===== src/verilog/cal_pkg.sv =====
// constants for the input current sense calibration block
package cal_pkg;
  localparam logic [7:0]  CMD_INPUT_SENSE_CONFIG = 8'hda;
  localparam logic [7:0]  CMD_INPUT_GAIN_SELECT  = 8'hdc;
  localparam logic [7:0]  PAGE_CHAN_A            = 8'h00;
  localparam logic [7:0]  PAGE_CHAN_B            = 8'h01;
  // input_sense_config field positions
  localparam int          TRIM_MSB               = 15;
  localparam int          TRIM_LSB               = 8;
  localparam int          BOOST_BIT              = 13;
  localparam int          OFFSET_MSB             = 12;
  localparam int          OFFSET_LSB             = 8;
  localparam int          CEILING_MSB            = 7;
  localparam int          CEILING_LSB            = 0;
  // input_gain_select field positions
  localparam int          RGAIN_MSB              = 15;
  localparam int          RGAIN_LSB              = 14;
  localparam int          FACTORY_MSB            = 12;
  localparam int          FACTORY_LSB            = 0;
  // values held before the nonvolatile image is loaded
  localparam logic [7:0]  TRIM_RESET             = 8'h00;
  localparam logic [4:0]  OFFSET_RESET           = 5'h00;
  localparam logic [7:0]  CEILING_RESET          = 8'h00;
  localparam logic [1:0]  RGAIN_RESET            = 2'h0;
  localparam logic [12:0] FACTORY_RESET          = 13'h0000;
  // nominal gain trim; trim/nominal scales the reported current
  localparam logic [7:0]  TRIM_NOMINAL           = 8'h32;
  // analog gain in units of 0.05 milliohm, index {boost, rgain}
  localparam logic [6:0]  SENSE_GAIN_TBL [8]     = '{7'h03, 7'h05, 7'h06, 7'h0a,
                                                     7'h18, 7'h28, 7'h30, 7'h50};
  // uV / (0.05 mohm * code) -> 0.1 A needs a factor of 5
  localparam logic [14:0] GAIN_DEN_SCALE         = 15'(5 * int'(TRIM_NOMINAL));
  // ceiling in 1 A steps against current in 0.1 A steps
  localparam logic [11:0] CEILING_SCALE          = 12'h00a;
endpackage


===== src/verilog/input_cal_regs.sv =====
// paged calibration registers for input current sense
`timescale 1ns/100ps
// What this block does
// - trim scales current relative to nominal fifty
// - config register paged: 00h chan a, 01h b
// - input calibration shared by both channels
// - page 0 bits 15:8 hold gain trim
// - page 1 bit 13 boosts analog gain
// - page 1 bits 12:8 hold offset trim
// - offset codes are signed tenths of ampere
// - bits 7:0 hold per-channel current ceiling
// - settings feed input and output telemetry
// - gain select bits 15:14 hold resistance code
// - boost and code select one of eight gains
module input_cal_regs
  import cal_pkg::*;
(
  input  wire logic               clk,
  input  wire logic               rst_b,
  input  wire logic               req_valid,
  input  wire logic               req_write,
  input  wire logic [7:0]         req_cmd,
  input  wire logic [7:0]         req_page,
  input  wire logic [15:0]        req_wdata,
  output logic                    rsp_valid,
  output logic                    rsp_nak,
  output logic [15:0]             rsp_data,
  input  wire logic               nvm_load,
  input  wire logic [15:0]        nvm_config_a,
  input  wire logic [15:0]        nvm_config_b,
  input  wire logic [15:0]        nvm_gain_select,
  input  wire logic [15:0]        sense_uv,
  input  wire logic [11:0]        iout_a_raw,
  input  wire logic [11:0]        iout_b_raw,
  output logic signed [25:0]      iin_report,
  output logic [11:0]             iout_a_report,
  output logic [11:0]             iout_b_report,
  output logic                    iout_a_over,
  output logic                    iout_b_over
);
  logic [7:0]  trim;
  logic        boost;
  logic [4:0]  offset;
  logic [7:0]  ceiling_a;
  logic [7:0]  ceiling_b;
  logic [1:0]  rgain;
  logic [12:0] factory_reserved_bits;
  logic [7:0]  next_trim;
  logic        next_boost;
  logic [4:0]  next_offset;
  logic [7:0]  next_ceiling_a;
  logic [7:0]  next_ceiling_b;
  logic [1:0]  next_rgain;
  logic [12:0] next_factory_reserved_bits;
  logic        next_rsp_valid;
  logic        next_rsp_nak;
  logic [15:0] next_rsp_data;
  logic        hit_cfg;
  logic        hit_gain;
  logic        page_a;
  logic        page_b;
  logic        wr;

  always_comb begin
    hit_cfg  = req_cmd == CMD_INPUT_SENSE_CONFIG;
    hit_gain = req_cmd == CMD_INPUT_GAIN_SELECT;
    page_a   = req_page == PAGE_CHAN_A;
    page_b   = req_page == PAGE_CHAN_B;
    wr       = req_valid && req_write && !nvm_load;

    next_trim                  = trim;
    next_boost                 = boost;
    next_offset                = offset;
    next_ceiling_a             = ceiling_a;
    next_ceiling_b             = ceiling_b;
    next_rgain                 = rgain;
    next_factory_reserved_bits = factory_reserved_bits;

    if (nvm_load) begin
      next_trim                  = nvm_config_a[TRIM_MSB:TRIM_LSB];
      next_ceiling_a             = nvm_config_a[CEILING_MSB:CEILING_LSB];
      next_boost                 = nvm_config_b[BOOST_BIT];
      next_offset                = nvm_config_b[OFFSET_MSB:OFFSET_LSB];
      next_ceiling_b             = nvm_config_b[CEILING_MSB:CEILING_LSB];
      next_rgain                 = nvm_gain_select[RGAIN_MSB:RGAIN_LSB];
      next_factory_reserved_bits = nvm_gain_select[FACTORY_MSB:FACTORY_LSB];
    end else if (wr && hit_cfg && page_a) begin
      next_trim      = req_wdata[TRIM_MSB:TRIM_LSB];
      next_ceiling_a = req_wdata[CEILING_MSB:CEILING_LSB];
    end else if (wr && hit_cfg && page_b) begin
      next_boost     = req_wdata[BOOST_BIT];
      next_offset    = req_wdata[OFFSET_MSB:OFFSET_LSB];
      next_ceiling_b = req_wdata[CEILING_MSB:CEILING_LSB];
    end else if (wr && hit_gain && page_a) begin
      next_rgain                 = req_wdata[RGAIN_MSB:RGAIN_LSB];
      next_factory_reserved_bits = req_wdata[FACTORY_MSB:FACTORY_LSB];
    end

    // one answer per request; unknown command, or page other than 00h and 01h, is refused
    next_rsp_valid = req_valid;
    next_rsp_nak   = req_valid && !((hit_cfg || hit_gain) && (page_a || page_b));
    next_rsp_data  = 16'h0000;
    if (req_valid && !req_write && hit_cfg && page_a) begin
      next_rsp_data = {trim, ceiling_a};
    end else if (req_valid && !req_write && hit_cfg && page_b) begin
      next_rsp_data = {2'b00, boost, offset, ceiling_b};
    end else if (req_valid && !req_write && hit_gain && page_a) begin
      next_rsp_data = {rgain, 1'b0, factory_reserved_bits};
    end
  end

  always_ff @(posedge clk) begin
    if (!rst_b) begin
      trim                  <= TRIM_RESET;
      boost                 <= 1'b0;
      offset                <= OFFSET_RESET;
      ceiling_a             <= CEILING_RESET;
      ceiling_b             <= CEILING_RESET;
      rgain                 <= RGAIN_RESET;
      factory_reserved_bits <= FACTORY_RESET;
      rsp_valid             <= 1'b0;
      rsp_nak               <= 1'b0;
      rsp_data              <= 16'h0000;
    end else begin
      trim                  <= next_trim;
      boost                 <= next_boost;
      offset                <= next_offset;
      ceiling_a             <= next_ceiling_a;
      ceiling_b             <= next_ceiling_b;
      rgain                 <= next_rgain;
      factory_reserved_bits <= next_factory_reserved_bits;
      rsp_valid             <= next_rsp_valid;
      rsp_nak               <= next_rsp_nak;
      rsp_data              <= next_rsp_data;
    end
  end

  // one shared calibration drives input telemetry; per-channel ceilings clamp output telemetry
  iin_calc u_calc (
    .clk           (clk),
    .rst_b         (rst_b),
    .sense_uv      (sense_uv),
    .iout_a_raw    (iout_a_raw),
    .iout_b_raw    (iout_b_raw),
    .trim          (trim),
    .boost         (boost),
    .rgain         (rgain),
    .offset        (offset),
    .ceiling_a     (ceiling_a),
    .ceiling_b     (ceiling_b),
    .iin_report    (iin_report),
    .iout_a_report (iout_a_report),
    .iout_b_report (iout_b_report),
    .iout_a_over   (iout_a_over),
    .iout_b_over   (iout_b_over)
  );
endmodule // input_cal_regs


===== src/verilog/iin_calc.sv =====
// telemetry arithmetic that applies the calibration settings
`timescale 1ns/100ps
module iin_calc
  import cal_pkg::*;
(
  input  wire logic               clk,
  input  wire logic               rst_b,
  input  wire logic [15:0]        sense_uv,
  input  wire logic [11:0]        iout_a_raw,
  input  wire logic [11:0]        iout_b_raw,
  input  wire logic [7:0]         trim,
  input  wire logic               boost,
  input  wire logic [1:0]         rgain,
  input  wire logic [4:0]         offset,
  input  wire logic [7:0]         ceiling_a,
  input  wire logic [7:0]         ceiling_b,
  output logic signed [25:0]      iin_report,
  output logic [11:0]             iout_a_report,
  output logic [11:0]             iout_b_report,
  output logic                    iout_a_over,
  output logic                    iout_b_over
);
  logic [6:0]         gain_code;
  logic [23:0]        num;
  logic [14:0]        den;
  logic [23:0]        quot;
  logic [11:0]        limit_a;
  logic [11:0]        limit_b;
  logic signed [25:0] next_iin_report;
  logic [11:0]        next_iout_a_report;
  logic [11:0]        next_iout_b_report;
  logic               next_iout_a_over;
  logic               next_iout_b_over;

  always_comb begin
    gain_code          = SENSE_GAIN_TBL[{boost, rgain}];
    num                = 24'(sense_uv) * 24'(trim);
    den                = GAIN_DEN_SCALE * 15'(gain_code);
    quot               = num / 24'(den);
    next_iin_report    = $signed({2'b00, quot})
                         + $signed({{21{offset[4]}}, offset});
    limit_a            = 12'(ceiling_a) * CEILING_SCALE;
    limit_b            = 12'(ceiling_b) * CEILING_SCALE;
    next_iout_a_over   = iout_a_raw > limit_a;
    next_iout_b_over   = iout_b_raw > limit_b;
    next_iout_a_report = next_iout_a_over ? limit_a : iout_a_raw;
    next_iout_b_report = next_iout_b_over ? limit_b : iout_b_raw;
  end

  always_ff @(posedge clk) begin
    if (!rst_b) begin
      iin_report    <= '0;
      iout_a_report <= '0;
      iout_b_report <= '0;
      iout_a_over   <= 1'b0;
      iout_b_over   <= 1'b0;
    end else begin
      iin_report    <= next_iin_report;
      iout_a_report <= next_iout_a_report;
      iout_b_report <= next_iout_b_report;
      iout_a_over   <= next_iout_a_over;
      iout_b_over   <= next_iout_b_over;
    end
  end
endmodule // iin_calc


===== config.mk =====
export PLATFORM = sky130hd
export DESIGN_NAME = input_cal_regs
export DESIGN_NICKNAME = d
export VERILOG_FILES = /design/src/verilog/cal_pkg.sv /design/src/verilog/input_cal_regs.sv /design/src/verilog/iin_calc.sv
export SDC_FILE = /design/constraint.sdc
export NUM_CORES = 1
export LEC_CHECK = 0
export ABC_CLOCK_PERIOD_IN_PS = 217500
export BUFFER_PORTS_ARGS = -buffer_cell sky130_fd_sc_hd__buf_4
export CORE_MARGIN = 4
export CORE_UTILIZATION = 30
export CTS_CLUSTER_DIAMETER = 120
export DETAILED_ROUTE_END_ITERATION = 6
export PLACE_DENSITY = 0.57
export SYNTH_ARGS = -nofsm -noshare
export SYNTH_HDL_FRONTEND = slang
export SYNTH_SLANG_ARGS = --single-unit

===== constraint.sdc =====
create_clock -name clk -period 217.5 [get_ports clk]
set_input_delay 43.5 -clock clk [delete_from_list [all_inputs] [get_ports clk]]
set_output_delay 43.5 -clock clk [all_outputs]
set_load 0.005 [all_outputs]

==> flow_summary_export.csv, run 1 <==
group,metric,value,unit
sta,final_worst_setup_slack,97.53,ns
critical_path,arrival,120.27,ns
logic_synthesis,yosys_register_bits,115,
critical_path,worst_path_largest_cell_delay,0.86,ns
cells_and_area,final.fill_count,8413,
sta,timing.max_slew.rel_slack,19.70,%
sta,fin_tns_setup,0,ns
place,globalplace.congestion,0.8792,
cells_and_area,post_route_cells_drive_above_1_share,12.08,%
routing,drc_errors,0,
cts,clock_insertion_delay_worst_skew,0.48,ns
cts,clkSlewWorstSetupHoldPaths,0.06,ns
sta,timing.clock.skew,0.03864,ns
critical_path,crit_slowest_cell,"sky130_fd_sc_hd__a221oi_1",
global_route,grt_pass1_wl,124.1,mm
logic_synthesis,synth_largest_type_area_fraction,19.82,%
place,placed_area,0.02659,sq mm
critical_path,endpoint_kind,"flip-flop",
logic_synthesis,synth-main-ff-cell,"sky130_fd_sc_hd__dfxtp_1",
logic_synthesis,synth_seq_area_share,9.622,%
die,die_w,290.4,um
die,core_region_area,0.07900,sq mm
sta,number_of_failing_setup_endpoints_in_the_final_timing_report,0,
routing,totalWireLength,78.61,mm
sta,achievable-frequency,0.008336,GHz
sta,worst-slew-pin-transition,1.198,ns
die,top_level_ports,195,
logic_synthesis,synth.yosys.warnings,0,
cells_and_area,sequential_cell_area,0.002302,sq mm
die,fp.dieH,290.4,um
sta,report.final.hold_viol_count,0,
sta,timing.final.crit_share,55.16,%
logic_synthesis,async_flop_share,0,%
critical_path,path_max_fanout,25,
critical_path,critical_path.top_delay_family,"compound AO/OA/AOI/OAI gates",
routing,violation_count_after_the_first_detailed_routing_iteration,1685,
routing,routed_via_count_divided_by_cell_count,5.361,
cts,cts_buffers,17,
critical_path,critPathBufInv,24,
logic_synthesis,synth_area_leaders,"sky130_fd_sc_hd__ha_1 (20%), sky130_fd_sc_hd__dfxtp_1 (9.6%), sky130_fd_sc_hd__fa_1 (8.2%), sky130_fd_sc_hd__a21oi_1 (5.1%), sky130_fd_sc_hd__nor2_1 (4.6%)",
cells_and_area,layout.cells.most_common_list,"sky130_fd_sc_hd__ha_1 (379), sky130_fd_sc_hd__nor2_1 (292), sky130_fd_sc_hd__a21oi_1 (245)",
sta,period_minus_slack,119.97,ns
place,portBuffers,191,
routing,routed_vias,23150,
routing,wl_per_cell,18.20,um
cells_and_area,final_net_count,3851,
die,effective_utilization_at_floorplan,30.29,%
routing,antenna_violating_nets_left,0,
cells_and_area,flow.area_growth_from_synthesis,13.65,%
sta,timing_max_transition_violations_final,0,
sta,rsz_0062_raised_after_global_routing,"false",
critical_path,timing.setup.critical_path_class,"in -> reg",
die,dieArea,0.08434,sq mm
logic_synthesis,synth.cell_area,0.02393,sq mm
routing,first_pass_iters,7,
cells_and_area,mostFrequentLayoutCell,"sky130_fd_sc_hd__ha_1",
run_status,result_of_the_run,"completed",
cts,post-cts-setup-buffers,0,
cts,post_cts_hold_buffer_count,0,
cts,cts_tree,"done",
cts,clkSinkCount,115,
place,placement.setup.worst_slack,97.68,ns
critical_path,crit_required,217.80,ns
global_route,grt_util_all_layers,18.08,%
min_path,min_path_type,"reg -> reg",
logic_synthesis,post_synthesis_net_count,3698,
logic_synthesis,synth_top_cell_by_area,"sky130_fd_sc_hd__ha_1",
global_route,vias_in_the_first_global_route,21930,
cts,cts_root_buffer,"sky130_fd_sc_hd__clkbuf_16",
critical_path,most_frequent_cell_on_critical_path,"sky130_fd_sc_hd__o21a_1",
logic_synthesis,synthDistinctLibCells,102,
logic_synthesis,synthesis.instances,3096,
cts,cts_resized,0,
global_route,largest_net_degree_at_the_start_of_global_routing,77,
cells_and_area,finalInstanceArea,0.02719,sq mm
logic_synthesis,synth-edff-count,0,
global_route,grt_antenna_before_repair,5,
cts,clk_path_buf_depth,2,
cts,cts-htree-levels,4,
cells_and_area,multi_input_logic_area,0.02049,sq mm
die,floorplan.rows,103,
critical_path,cp-start-kind,"input pin",
global_route,grt-ovfl-total,0,
flow_run,max_cap_viol_count,0,
place,detailedPlacementHpwl,63.56,mm
logic_synthesis,mean_post_synth_cell_area,7.728,sq um
[cell type report]
cell class / count / share of cell area, %
clock inverters: 15 / 0.6073
well taps: 1050 / 4.831
inverters: 222 / 3.069
multi-input cells: 2674 / 75.35
diodes: 7 / 0.06442
flip-flops and latches: 115 / 8.466
clock buffers: 17 / 1.564
repair buffers: 219 / 6.046
[flip-flops by register name (all words and copies together) (netlist names), 5 cells and up]
| register | flops |
|---|---|
| u_calc.iout_a_report | 12 |
| ceiling_b | 8 |
| factory_reserved_bits | 13 |
| trim | 8 |
| offset | 5 |
| u_calc.iin_report | 26 |
| u_calc.iout_b_report | 12 |
| ceiling_a | 8 |
| rsp_data | 16 |
[tightest hold or removal path, stage by stage, from the launching register on]
cell and delay (ns):
sky130_fd_sc_hd__dfxtp_1 0.31, sky130_fd_sc_hd__nor2_1 0.09, sky130_fd_sc_hd__a211oi_1 0.05
[metrics by stage]
stage	utilization (%)	hold slack, ns	cells
after CTS	34.40	0.5014	4312
final	34.42	0.5025	4319
after global placement	33.65	0.4885	4280
after detailed placement	33.65	0.4929	4280
after global routing	34.42	0.5211	4317
after floorplan	-	0.4693	3096
[cell usage after synthesis (all sizes together) (21+ instances only)]
cell	count
a211oi	51
a21o	68
a21oi	246
and2	137
and3	24
clkbuf	70
dfxtp	115
fa	98
ha	379
inv	220
mux2	72
mux2i	43
nand2	221
nand2b	34
nand3	62
nand4	42
nor2	294
nor2b	47
nor3	111
o211ai	23
o21a	98
o21ai	117
o21bai	33
o31ai	43
or2	21
or3	24
xnor2	95
xor2	62
[final timing paths]
path,depth (start not counted),startpoint,slack (ns),to
max,321,sense_uv[0],97.53,u_calc.iin_report[24]
min,2,factory_reserved_bits[11],0.50,factory_reserved_bits[11]
max reg2reg,321,rgain[0],138.77,u_calc.iin_report[24]
min reg2reg,2,factory_reserved_bits[11],0.50,factory_reserved_bits[11]
[cell families (layout without fill, tap and decap cells)]
family                   after synthesis  in the layout  share of synthesized area, %
multiplexers                         115            115                         5.203
AO/OA/AOI/OAI                        838            838                         23.66
adder cells (fa/ha/maj)              477            477                         28.02
flip-flops                           115            115                         9.622
buffers and inverters                307            473                         4.863
AND/OR/NAND/NOR                     1086           1086                         22.78
other                                  0              7                             0
XOR/XNOR                             158            158                         5.846
[routing by layer]
layer | share of wire [%] | routed length, um | GRT usage (%) | vias to the layer above
met4 | 1.3 | 1035 | 3.533 | 0
met5 | 0 | 0 | 0 | -
met1 | 48 | 38100 | 25.55 | 11010
li1 | - | - | - | 11590
met3 | 4.3 | 3359 | 1.941 | 55
met2 | 46 | 36110 | 29.98 | 503
Power of run 1 is not shown: default switching activity piles up to over one toggle a cycle in this logic, so the estimate is an artifact.
==> inputs of run 2 (changes only) <==
--- a/config.mk
+++ b/config.mk
@@ -5,7 +5,8 @@
 export SDC_FILE = /design/constraint.sdc
 export NUM_CORES = 1
 export LEC_CHECK = 0
-export ABC_CLOCK_PERIOD_IN_PS = 217500
+export ABC_AREA = 1
+export ABC_CLOCK_PERIOD_IN_PS = 117000
 export BUFFER_PORTS_ARGS = -buffer_cell sky130_fd_sc_hd__buf_4
 export CORE_MARGIN = 4
 export CORE_UTILIZATION = 30
==> constraint.sdc (replaced) <==
create_clock -name clk -period 117 [get_ports clk]
set_input_delay 23.4 -clock clk [delete_from_list [all_inputs] [get_ports clk]]
set_output_delay 23.4 -clock clk [all_outputs]
set_load 0.005 [all_outputs]
==> run 2 against run 1 <==
Net effect:
- final cell count up 11%
- first-iteration DRC count down 33%
- synthesized area down 1.3%
- setup slack worse by 75 ns
- largest cell class unchanged
- via count down 3.3%
- critical endpoint is now u_calc.iin_report[25]
- sequential share of layout area up 0.17 points
- clock skew down 0.021 ns
- sequential cell count unchanged
- die area down 1.3%
- count of clock-buffer cells in the layout unchanged
- hold slack worse by 0.0087 ns
==> flow_summary_export.csv, run 2 <==
group,metric,value,unit
run_status,result_of_the_run,"completed",
place,globalplace.congestion,0.8488,
die,top_level_ports,195,
logic_synthesis,synth.yosys.warnings,0,
sta,achievable-frequency,0.01057,GHz
die,dieArea,0.08327,sq mm
global_route,grt_pass1_wl,110.2,mm
critical_path,critical_path_launch_point,"sense_uv[10]",
cts,clkSlewWorstSetupHoldPaths,0.07,ns
logic_synthesis,synthDistinctLibCells,68,
critical_path,endpoint_kind,"flip-flop",
cells_and_area,reg.largest.list,"u_calc.iin_report x26, rsp_data x16, factory_reserved_bits x13",
cts,post-cts-setup-buffers,0,
cts,cts_root_buffer,"sky130_fd_sc_hd__clkbuf_16",
logic_synthesis,synth_largest_type_area_fraction,20.08,%
critical_path,most_frequent_cell_on_critical_path,"sky130_fd_sc_hd__nand2_1",
critical_path,critical_path.top_delay_family,"compound AO/OA/AOI/OAI gates",
min_path,hold_path.startpoint,"trim[6]",
flow_run,max_cap_viol_count,0,
critical_path,worst_path_largest_cell_delay,0.56,ns
cts,clk_path_buf_depth,2,
routing,totalWireLength,65.75,mm
min_path,min_path_type,"reg -> reg",
cts,clock_insertion_delay_worst_skew,0.45,ns
place,portBuffers,191,
die,fp.dieH,288.6,um
routing,routed_via_count_divided_by_cell_count,4.683,
sta,timing.final.crit_share,80.88,%
place,detailedPlacementHpwl,53.86,mm
die,effective_utilization_at_floorplan,30.38,%
sta,period_minus_slack,94.63,ns
cts,cts_tree,"done",
cells_and_area,sequential_cell_area,0.002302,sq mm
sta,number_of_failing_setup_endpoints_in_the_final_timing_report,0,
global_route,grt-ovfl-total,0,
logic_synthesis,synth_commonest_cells,"sky130_fd_sc_hd__nand2_1 (849), sky130_fd_sc_hd__inv_1 (617), sky130_fd_sc_hd__ha_1 (379)",
routing,drc_errors,0,
sta,timing_max_transition_violations_final,0,
sta,worst-slew-pin-transition,1.064,ns
cells_and_area,final_net_count,4329,
critical_path,cp-start-kind,"input pin",
critical_path,path_max_fanout,24,
global_route,grt_util_all_layers,15.91,%
logic_synthesis,synth_seq_area_share,9.749,%
logic_synthesis,synth_top_cell_by_area,"sky130_fd_sc_hd__ha_1",
critical_path,crit_required,117.32,ns
cts,post_cts_hold_buffer_count,0,
cells_and_area,post_route_cells_drive_above_1_share,11.63,%
logic_synthesis,post_synthesis_net_count,4201,
critical_path,arrival,94.95,ns
critical_path,timing.setup.critical_path_class,"in -> reg",
logic_synthesis,synth_area_leaders,"sky130_fd_sc_hd__ha_1 (20%), sky130_fd_sc_hd__nand2_1 (13%), sky130_fd_sc_hd__inv_1 (9.8%), sky130_fd_sc_hd__dfxtp_1 (9.7%), sky130_fd_sc_hd__fa_1 (8.3%)",
cts,clkSinkCount,115,
cells_and_area,mostFrequentLayoutCell,"sky130_fd_sc_hd__nand2_1",
logic_synthesis,async_flop_share,0,%
cts,cts-htree-levels,4,
routing,routed_vias,22390,
logic_synthesis,synth.cell_area,0.02361,sq mm
routing,first_pass_iters,5,
logic_synthesis,mean_post_synth_cell_area,6.561,sq um
critical_path,critPathBufInv,98,
sta,timing.clock.skew,0.01765,ns
cells_and_area,multi_input_logic_area,0.01837,sq mm
sta,rsz_0062_raised_after_global_routing,"false",
die,core_region_area,0.07772,sq mm
cells_and_area,largest_register_ff_count,26,
sta,timing.max_slew.rel_slack,29.04,%
cells_and_area,reg_with_most_ffs,"u_calc.iin_report",
cells_and_area,final.fill_count,8435,
die,floorplan.rows,102,
die,die_w,288.6,um
critical_path,r2r_start,"trim[7]",
routing,violation_count_after_the_first_detailed_routing_iteration,1123,
sta,fin_tns_setup,0,ns
logic_synthesis,synth-edff-count,0,
logic_synthesis,synthesis.instances,3599,
cells_and_area,flow.area_growth_from_synthesis,12.86,%
routing,wl_per_cell,13.75,um
sta,report.final.hold_viol_count,0,
cts,cts_buffers,17,
global_route,grt_antenna_before_repair,1,
logic_synthesis,most_numerous_cell_in_the_yosys_netlist,"sky130_fd_sc_hd__nand2_1",
logic_synthesis,synth-main-ff-cell,"sky130_fd_sc_hd__dfxtp_1",
global_route,vias_in_the_first_global_route,21880,
critical_path,crit_slowest_cell,"sky130_fd_sc_hd__clkinv_1",
cts,cts_resized,0,
logic_synthesis,yosys_register_bits,115,
global_route,largest_net_degree_at_the_start_of_global_routing,91,
cells_and_area,layout.cells.most_common_list,"sky130_fd_sc_hd__nand2_1 (849), sky130_fd_sc_hd__inv_1 (617), sky130_fd_sc_hd__ha_1 (379)",
routing,antenna_violating_nets_left,0,
run 2: cell types whose count changed after synthesis, sizes merged, moves of 82 or more:
| cell | before | now |
|---|---|---|
| and2 | 137 | 3 |
| nand2 | 221 | 899 |
| nand3 | 62 | 185 |
| o21ai | 117 | 265 |
| nor3 | 111 | 29 |
| nor2 | 294 | 175 |
| inv | 220 | 655 |
run 2: through the flow:
stage	hold WS, ns	instances	utilization, %	setup WS, ns	cell area, sq um
2_1_floorplan	0.4816	3599	-	32.64	23610
3_3_place_gp	0.4971	4748	33.53	22.54	26060
3_5_place_dp	0.4830	4748	33.53	21.78	26060
4_1_cts	0.4948	4780	34.29	21.96	26650
5_1_grt	0.5351	4780	34.29	13.00	26650
6_report	0.4937	4781	34.29	22.37	26650
run 2: layout make-up:
class                      instances  area share (%)
inverter                         662           9.380
clock inverter                    15          0.6150
clock buffer                      17           1.596
sequential                       115           8.638
timing repair buffer             211           5.944
multi-input combinational       2720           68.93
antenna                            1        0.009390
tap                             1040           4.883
run 2: cells by family (layout without fill, tap and decap cells):
kind of cell / after synthesis / count (layout) / synth area share (%)
simple gates: 1410 / 1410 / 27.08
buf+inv: 764 / 905 / 12.50
compound gates: 660 / 660 / 15.86
fa+ha+maj: 477 / 477 / 28.39
xor+xnor: 172 / 172 / 6.380
flops: 115 / 115 / 9.749
mux: 1 / 1 / 0.04239
other cells: 0 / 1 / 0
run 2: per-layer routing:
layer  wire length [um]  vias up  GRT usage, %
li1                   -    11870             -
met1              31800    10180         21.22
met2              30450      287         28.03
met3               2646       50         1.942
met4                854        0         2.459
met5                  0        -             0
run 2: path summary, 6_finish.rpt:
path | to | slack [ns] | cells after the start
max | u_calc.iin_report[25] | 22.37 | 473
min | rsp_data[14] | 0.49 | 2
max reg2reg | u_calc.iin_report[25] | 44.65 | 470
min reg2reg | rsp_data[14] | 0.49 | 2
run 2: worst register-to-register path: cells and delay by family, from the launching register on:
kind / cells / cell delay, ns
AOI/OAI and AO/OA: 168 / 30.34
xor gates and xnor gates: 1 / 0.22
adders and majority gates: 29 / 9.97
buffers and inverters: 95 / 9.70
DFF: 1 / 0.86
and+or+nand+nor: 177 / 21.12
Power of run 2 is left out for the same reason.
==> inputs of run 3 (changes only) <==
--- a/config.mk
+++ b/config.mk
@@ -5,14 +5,14 @@
 export SDC_FILE = /design/constraint.sdc
 export NUM_CORES = 1
 export LEC_CHECK = 0
-export ABC_AREA = 1
-export ABC_CLOCK_PERIOD_IN_PS = 117000
+export ABC_AREA = 0
+export ABC_CLOCK_PERIOD_IN_PS = 86700
 export BUFFER_PORTS_ARGS = -buffer_cell sky130_fd_sc_hd__buf_4
 export CORE_MARGIN = 4
 export CORE_UTILIZATION = 30
 export CTS_CLUSTER_DIAMETER = 120
 export DETAILED_ROUTE_END_ITERATION = 6
-export PLACE_DENSITY = 0.57
+export PLACE_DENSITY = 0.58
 export SYNTH_ARGS = -nofsm -noshare
 export SYNTH_HDL_FRONTEND = slang
 export SYNTH_SLANG_ARGS = --single-unit
==> constraint.sdc (replaced) <==
create_clock -name clk -period 86.7 [get_ports clk]
set_input_delay 17.34 -clock clk [delete_from_list [all_inputs] [get_ports clk]]
set_output_delay 17.34 -clock clk [all_outputs]
set_load 0.005 [all_outputs]
==> run 3 against run 2 <==
Net effect:
- critical path depth is 146 lower
- via count is 9.4% higher
- global-route usage is 3.0 points higher
- sequential share of layout area is 0.90 points lower
- final cell count is 2.8% lower
- cell area is 12% higher
- die area is 1.3% higher
- count of clock-buffer cells in the layout stayed put
==> flow_summary_export.csv, run 3 (synthesis gave the netlist of run 1 again) <==
group,metric,value,unit
cells_and_area,layout.cells.most_common_list,"sky130_fd_sc_hd__buf_4 (546), sky130_fd_sc_hd__ha_1 (378), sky130_fd_sc_hd__nor2_1 (290)",
cells_and_area,mostFrequentLayoutCell,"sky130_fd_sc_hd__buf_4",
global_route,grt_util_all_layers,18.92,%
routing,violation_count_after_the_first_detailed_routing_iteration,1735,
routing,routed_via_count_divided_by_cell_count,5.274,
sta,fin_tns_setup,0,ns
routing,wl_per_cell,17.68,um
cells_and_area,reg_with_most_ffs,"u_calc.iin_report",
cts,clkSlewWorstSetupHoldPaths,0.07,ns
global_route,grt_antenna_before_repair,6,
sta,timing.final.crit_share,93.79,%
cts,cts-htree-levels,4,
critical_path,worst_r2r_path_cells,328,
die,floorplan.rows,103,
place,globalplace.congestion,0.8959,
cts,clock_insertion_delay_worst_skew,0.49,ns
routing,totalWireLength,82.11,mm
cells_and_area,flow.area_growth_from_synthesis,24.41,%
critical_path,worst_setup_path_endpoint,"u_calc.iin_report[24]",
die,dieArea,0.08434,sq mm
min_path,min_path_type,"reg -> reg",
place,post_place_cells,4586,
flow_run,max_cap_viol_count,0,
cts,post_cts_hold_buffer_count,0,
sta,timing_max_transition_violations_final,0,
critical_path,ff2ff_setup_slack,20.50,ns
critical_path,timing.setup.critical_path_class,"in -> reg",
routing,first_pass_iters,6,
cells_and_area,reg.largest.list,"u_calc.iin_report x26, rsp_data x16, factory_reserved_bits x13",
sta,worst-slew-pin-transition,1.164,ns
cts,clkSinkCount,115,
sta,number_of_failing_setup_endpoints_in_the_final_timing_report,0,
place,placement.setup.worst_slack,2.653,ns
critical_path,r2r_start,"boost",
critical_path,crit_slowest_cell,"sky130_fd_sc_hd__nor3b_1",
sta,timing.clock.skew,0.04043,ns
cts,cts_tree,"done",
place,portBuffers,191,
place,detailedPlacementHpwl,65.96,mm
critical_path,cp-start-kind,"input pin",
cts,cts_root_buffer,"sky130_fd_sc_hd__clkbuf_16",
cts,cts_buffers,17,
sta,achievable-frequency,0.01230,GHz
run_status,result_of_the_run,"completed",
global_route,largest_net_degree_at_the_start_of_global_routing,76,
sta,period_minus_slack,81.32,ns
critical_path,crit_required,87.03,ns
critical_path,path_max_fanout,16,
critical_path,worst_path_largest_cell_delay,0.74,ns
die,die_w,290.4,um
cells_and_area,finalNonFillerCells,4645,
critical_path,endpoint_kind,"flip-flop",
sta,timing.max_slew.rel_slack,22.32,%
die,core_region_area,0.07900,sq mm
die,top_level_ports,195,
sta,report.final.hold_viol_count,0,
die,effective_utilization_at_floorplan,30.29,%
cells_and_area,post_route_cells_drive_above_1_share,20.90,%
critical_path,most_frequent_cell_on_critical_path,"sky130_fd_sc_hd__o21a_1",
routing,antenna_violating_nets_left,0,
critical_path,critical_path_launch_point,"sense_uv[6]",
global_route,grt_pass1_wl,129.5,mm
die,fp.dieH,290.4,um
cells_and_area,final_net_count,4178,
sta,final_worst_setup_slack,5.383,ns
cts,clk_path_buf_depth,2,
routing,drc_errors,0,
cells_and_area,largest_register_ff_count,26,
global_route,vias_in_the_first_global_route,23720,
critical_path,r2r-end,"u_calc.iin_report[24]",
global_route,grt-ovfl-total,0,
critical_path,arrival,81.64,ns
routing,routed_vias,24500,
[run 3: changes by cell type in the layout (fill, tap and decap cells not counted), sizes merged, moves of 81 or more]
cell,change
o21ai,-148
nor2,+119
nand3,-123
nor3,+82
o21a,+81
and2,+134
inv,-435
nand2,-678
buf,+335
[run 3: area by class of cell]
type / instances / area (sq um)
diodes: 6 / 15.01
clock inverters: 15 / 136.4
multi-input cells: 2674 / 20630
flip-flops and latches: 115 / 2302
fillers: 8183 / 49230
inverters: 222 / 844.6
clock buffers: 17 / 425.4
repair buffers: 546 / 4099
well taps: 1050 / 1314
[run 3: critical path, delay by kind of cell]
| family | cells | cell delay, ns |
|---|---|---|
| AO/OA/AOI/OAI | 170 | 31.69 |
| AND/OR/NAND/NOR | 84 | 14.49 |
| adder cells (fa/ha/maj) | 29 | 9.88 |
| buffers and inverters | 34 | 5.13 |
| multiplexers | 9 | 2.84 |
| XOR/XNOR | 1 | 0.14 |
[run 3: routing by layer]
metal	up-vias	part of all wire [%]	wire, um	track usage, %
met5	-	0	0	0
met4	0	2.4	1961	5.240
met3	104	5.3	4373	3.003
met2	538	46	37520	31.08
met1	11620	47	38260	25.77
li1	12240	-	-	-
[run 3: worst min-delay path by stage]
stage / from / to / slack (ns) / cells after the start
2_1_floorplan: ceiling_a[2] / ceiling_a[2] / 0.47 / 2
3_3_place_gp: factory_reserved_bits[4] / factory_reserved_bits[4] / 0.49 / 2
3_5_place_dp: factory_reserved_bits[1] / factory_reserved_bits[1] / 0.49 / 2
4_1_cts: factory_reserved_bits[7] / factory_reserved_bits[7] / 0.50 / 2
5_1_grt: factory_reserved_bits[5] / factory_reserved_bits[5] / 0.52 / 2
6_report: ceiling_a[4] / ceiling_a[4] / 0.50 / 2
[run 3: stage by stage]
stage | area, sq um | util [%] | hold slack, ns
after floorplan | 23930 | - | 0.4693
after global placement | 28880 | 36.56 | 0.4903
after detailed placement | 28880 | 36.56 | 0.4933
after CTS | 29440 | 37.27 | 0.5038
after global routing | 29760 | 37.67 | 0.5228
final | 29770 | 37.68 | 0.5042
[run 3: repair_timing]
action                                  CTS  global route
endpoints found under the setup margin    0            20
setup buffers                             0            21
resized for setup                         0            41
hold endpoints to repair                  0             0
Power of run 3 is left out for the same reason.
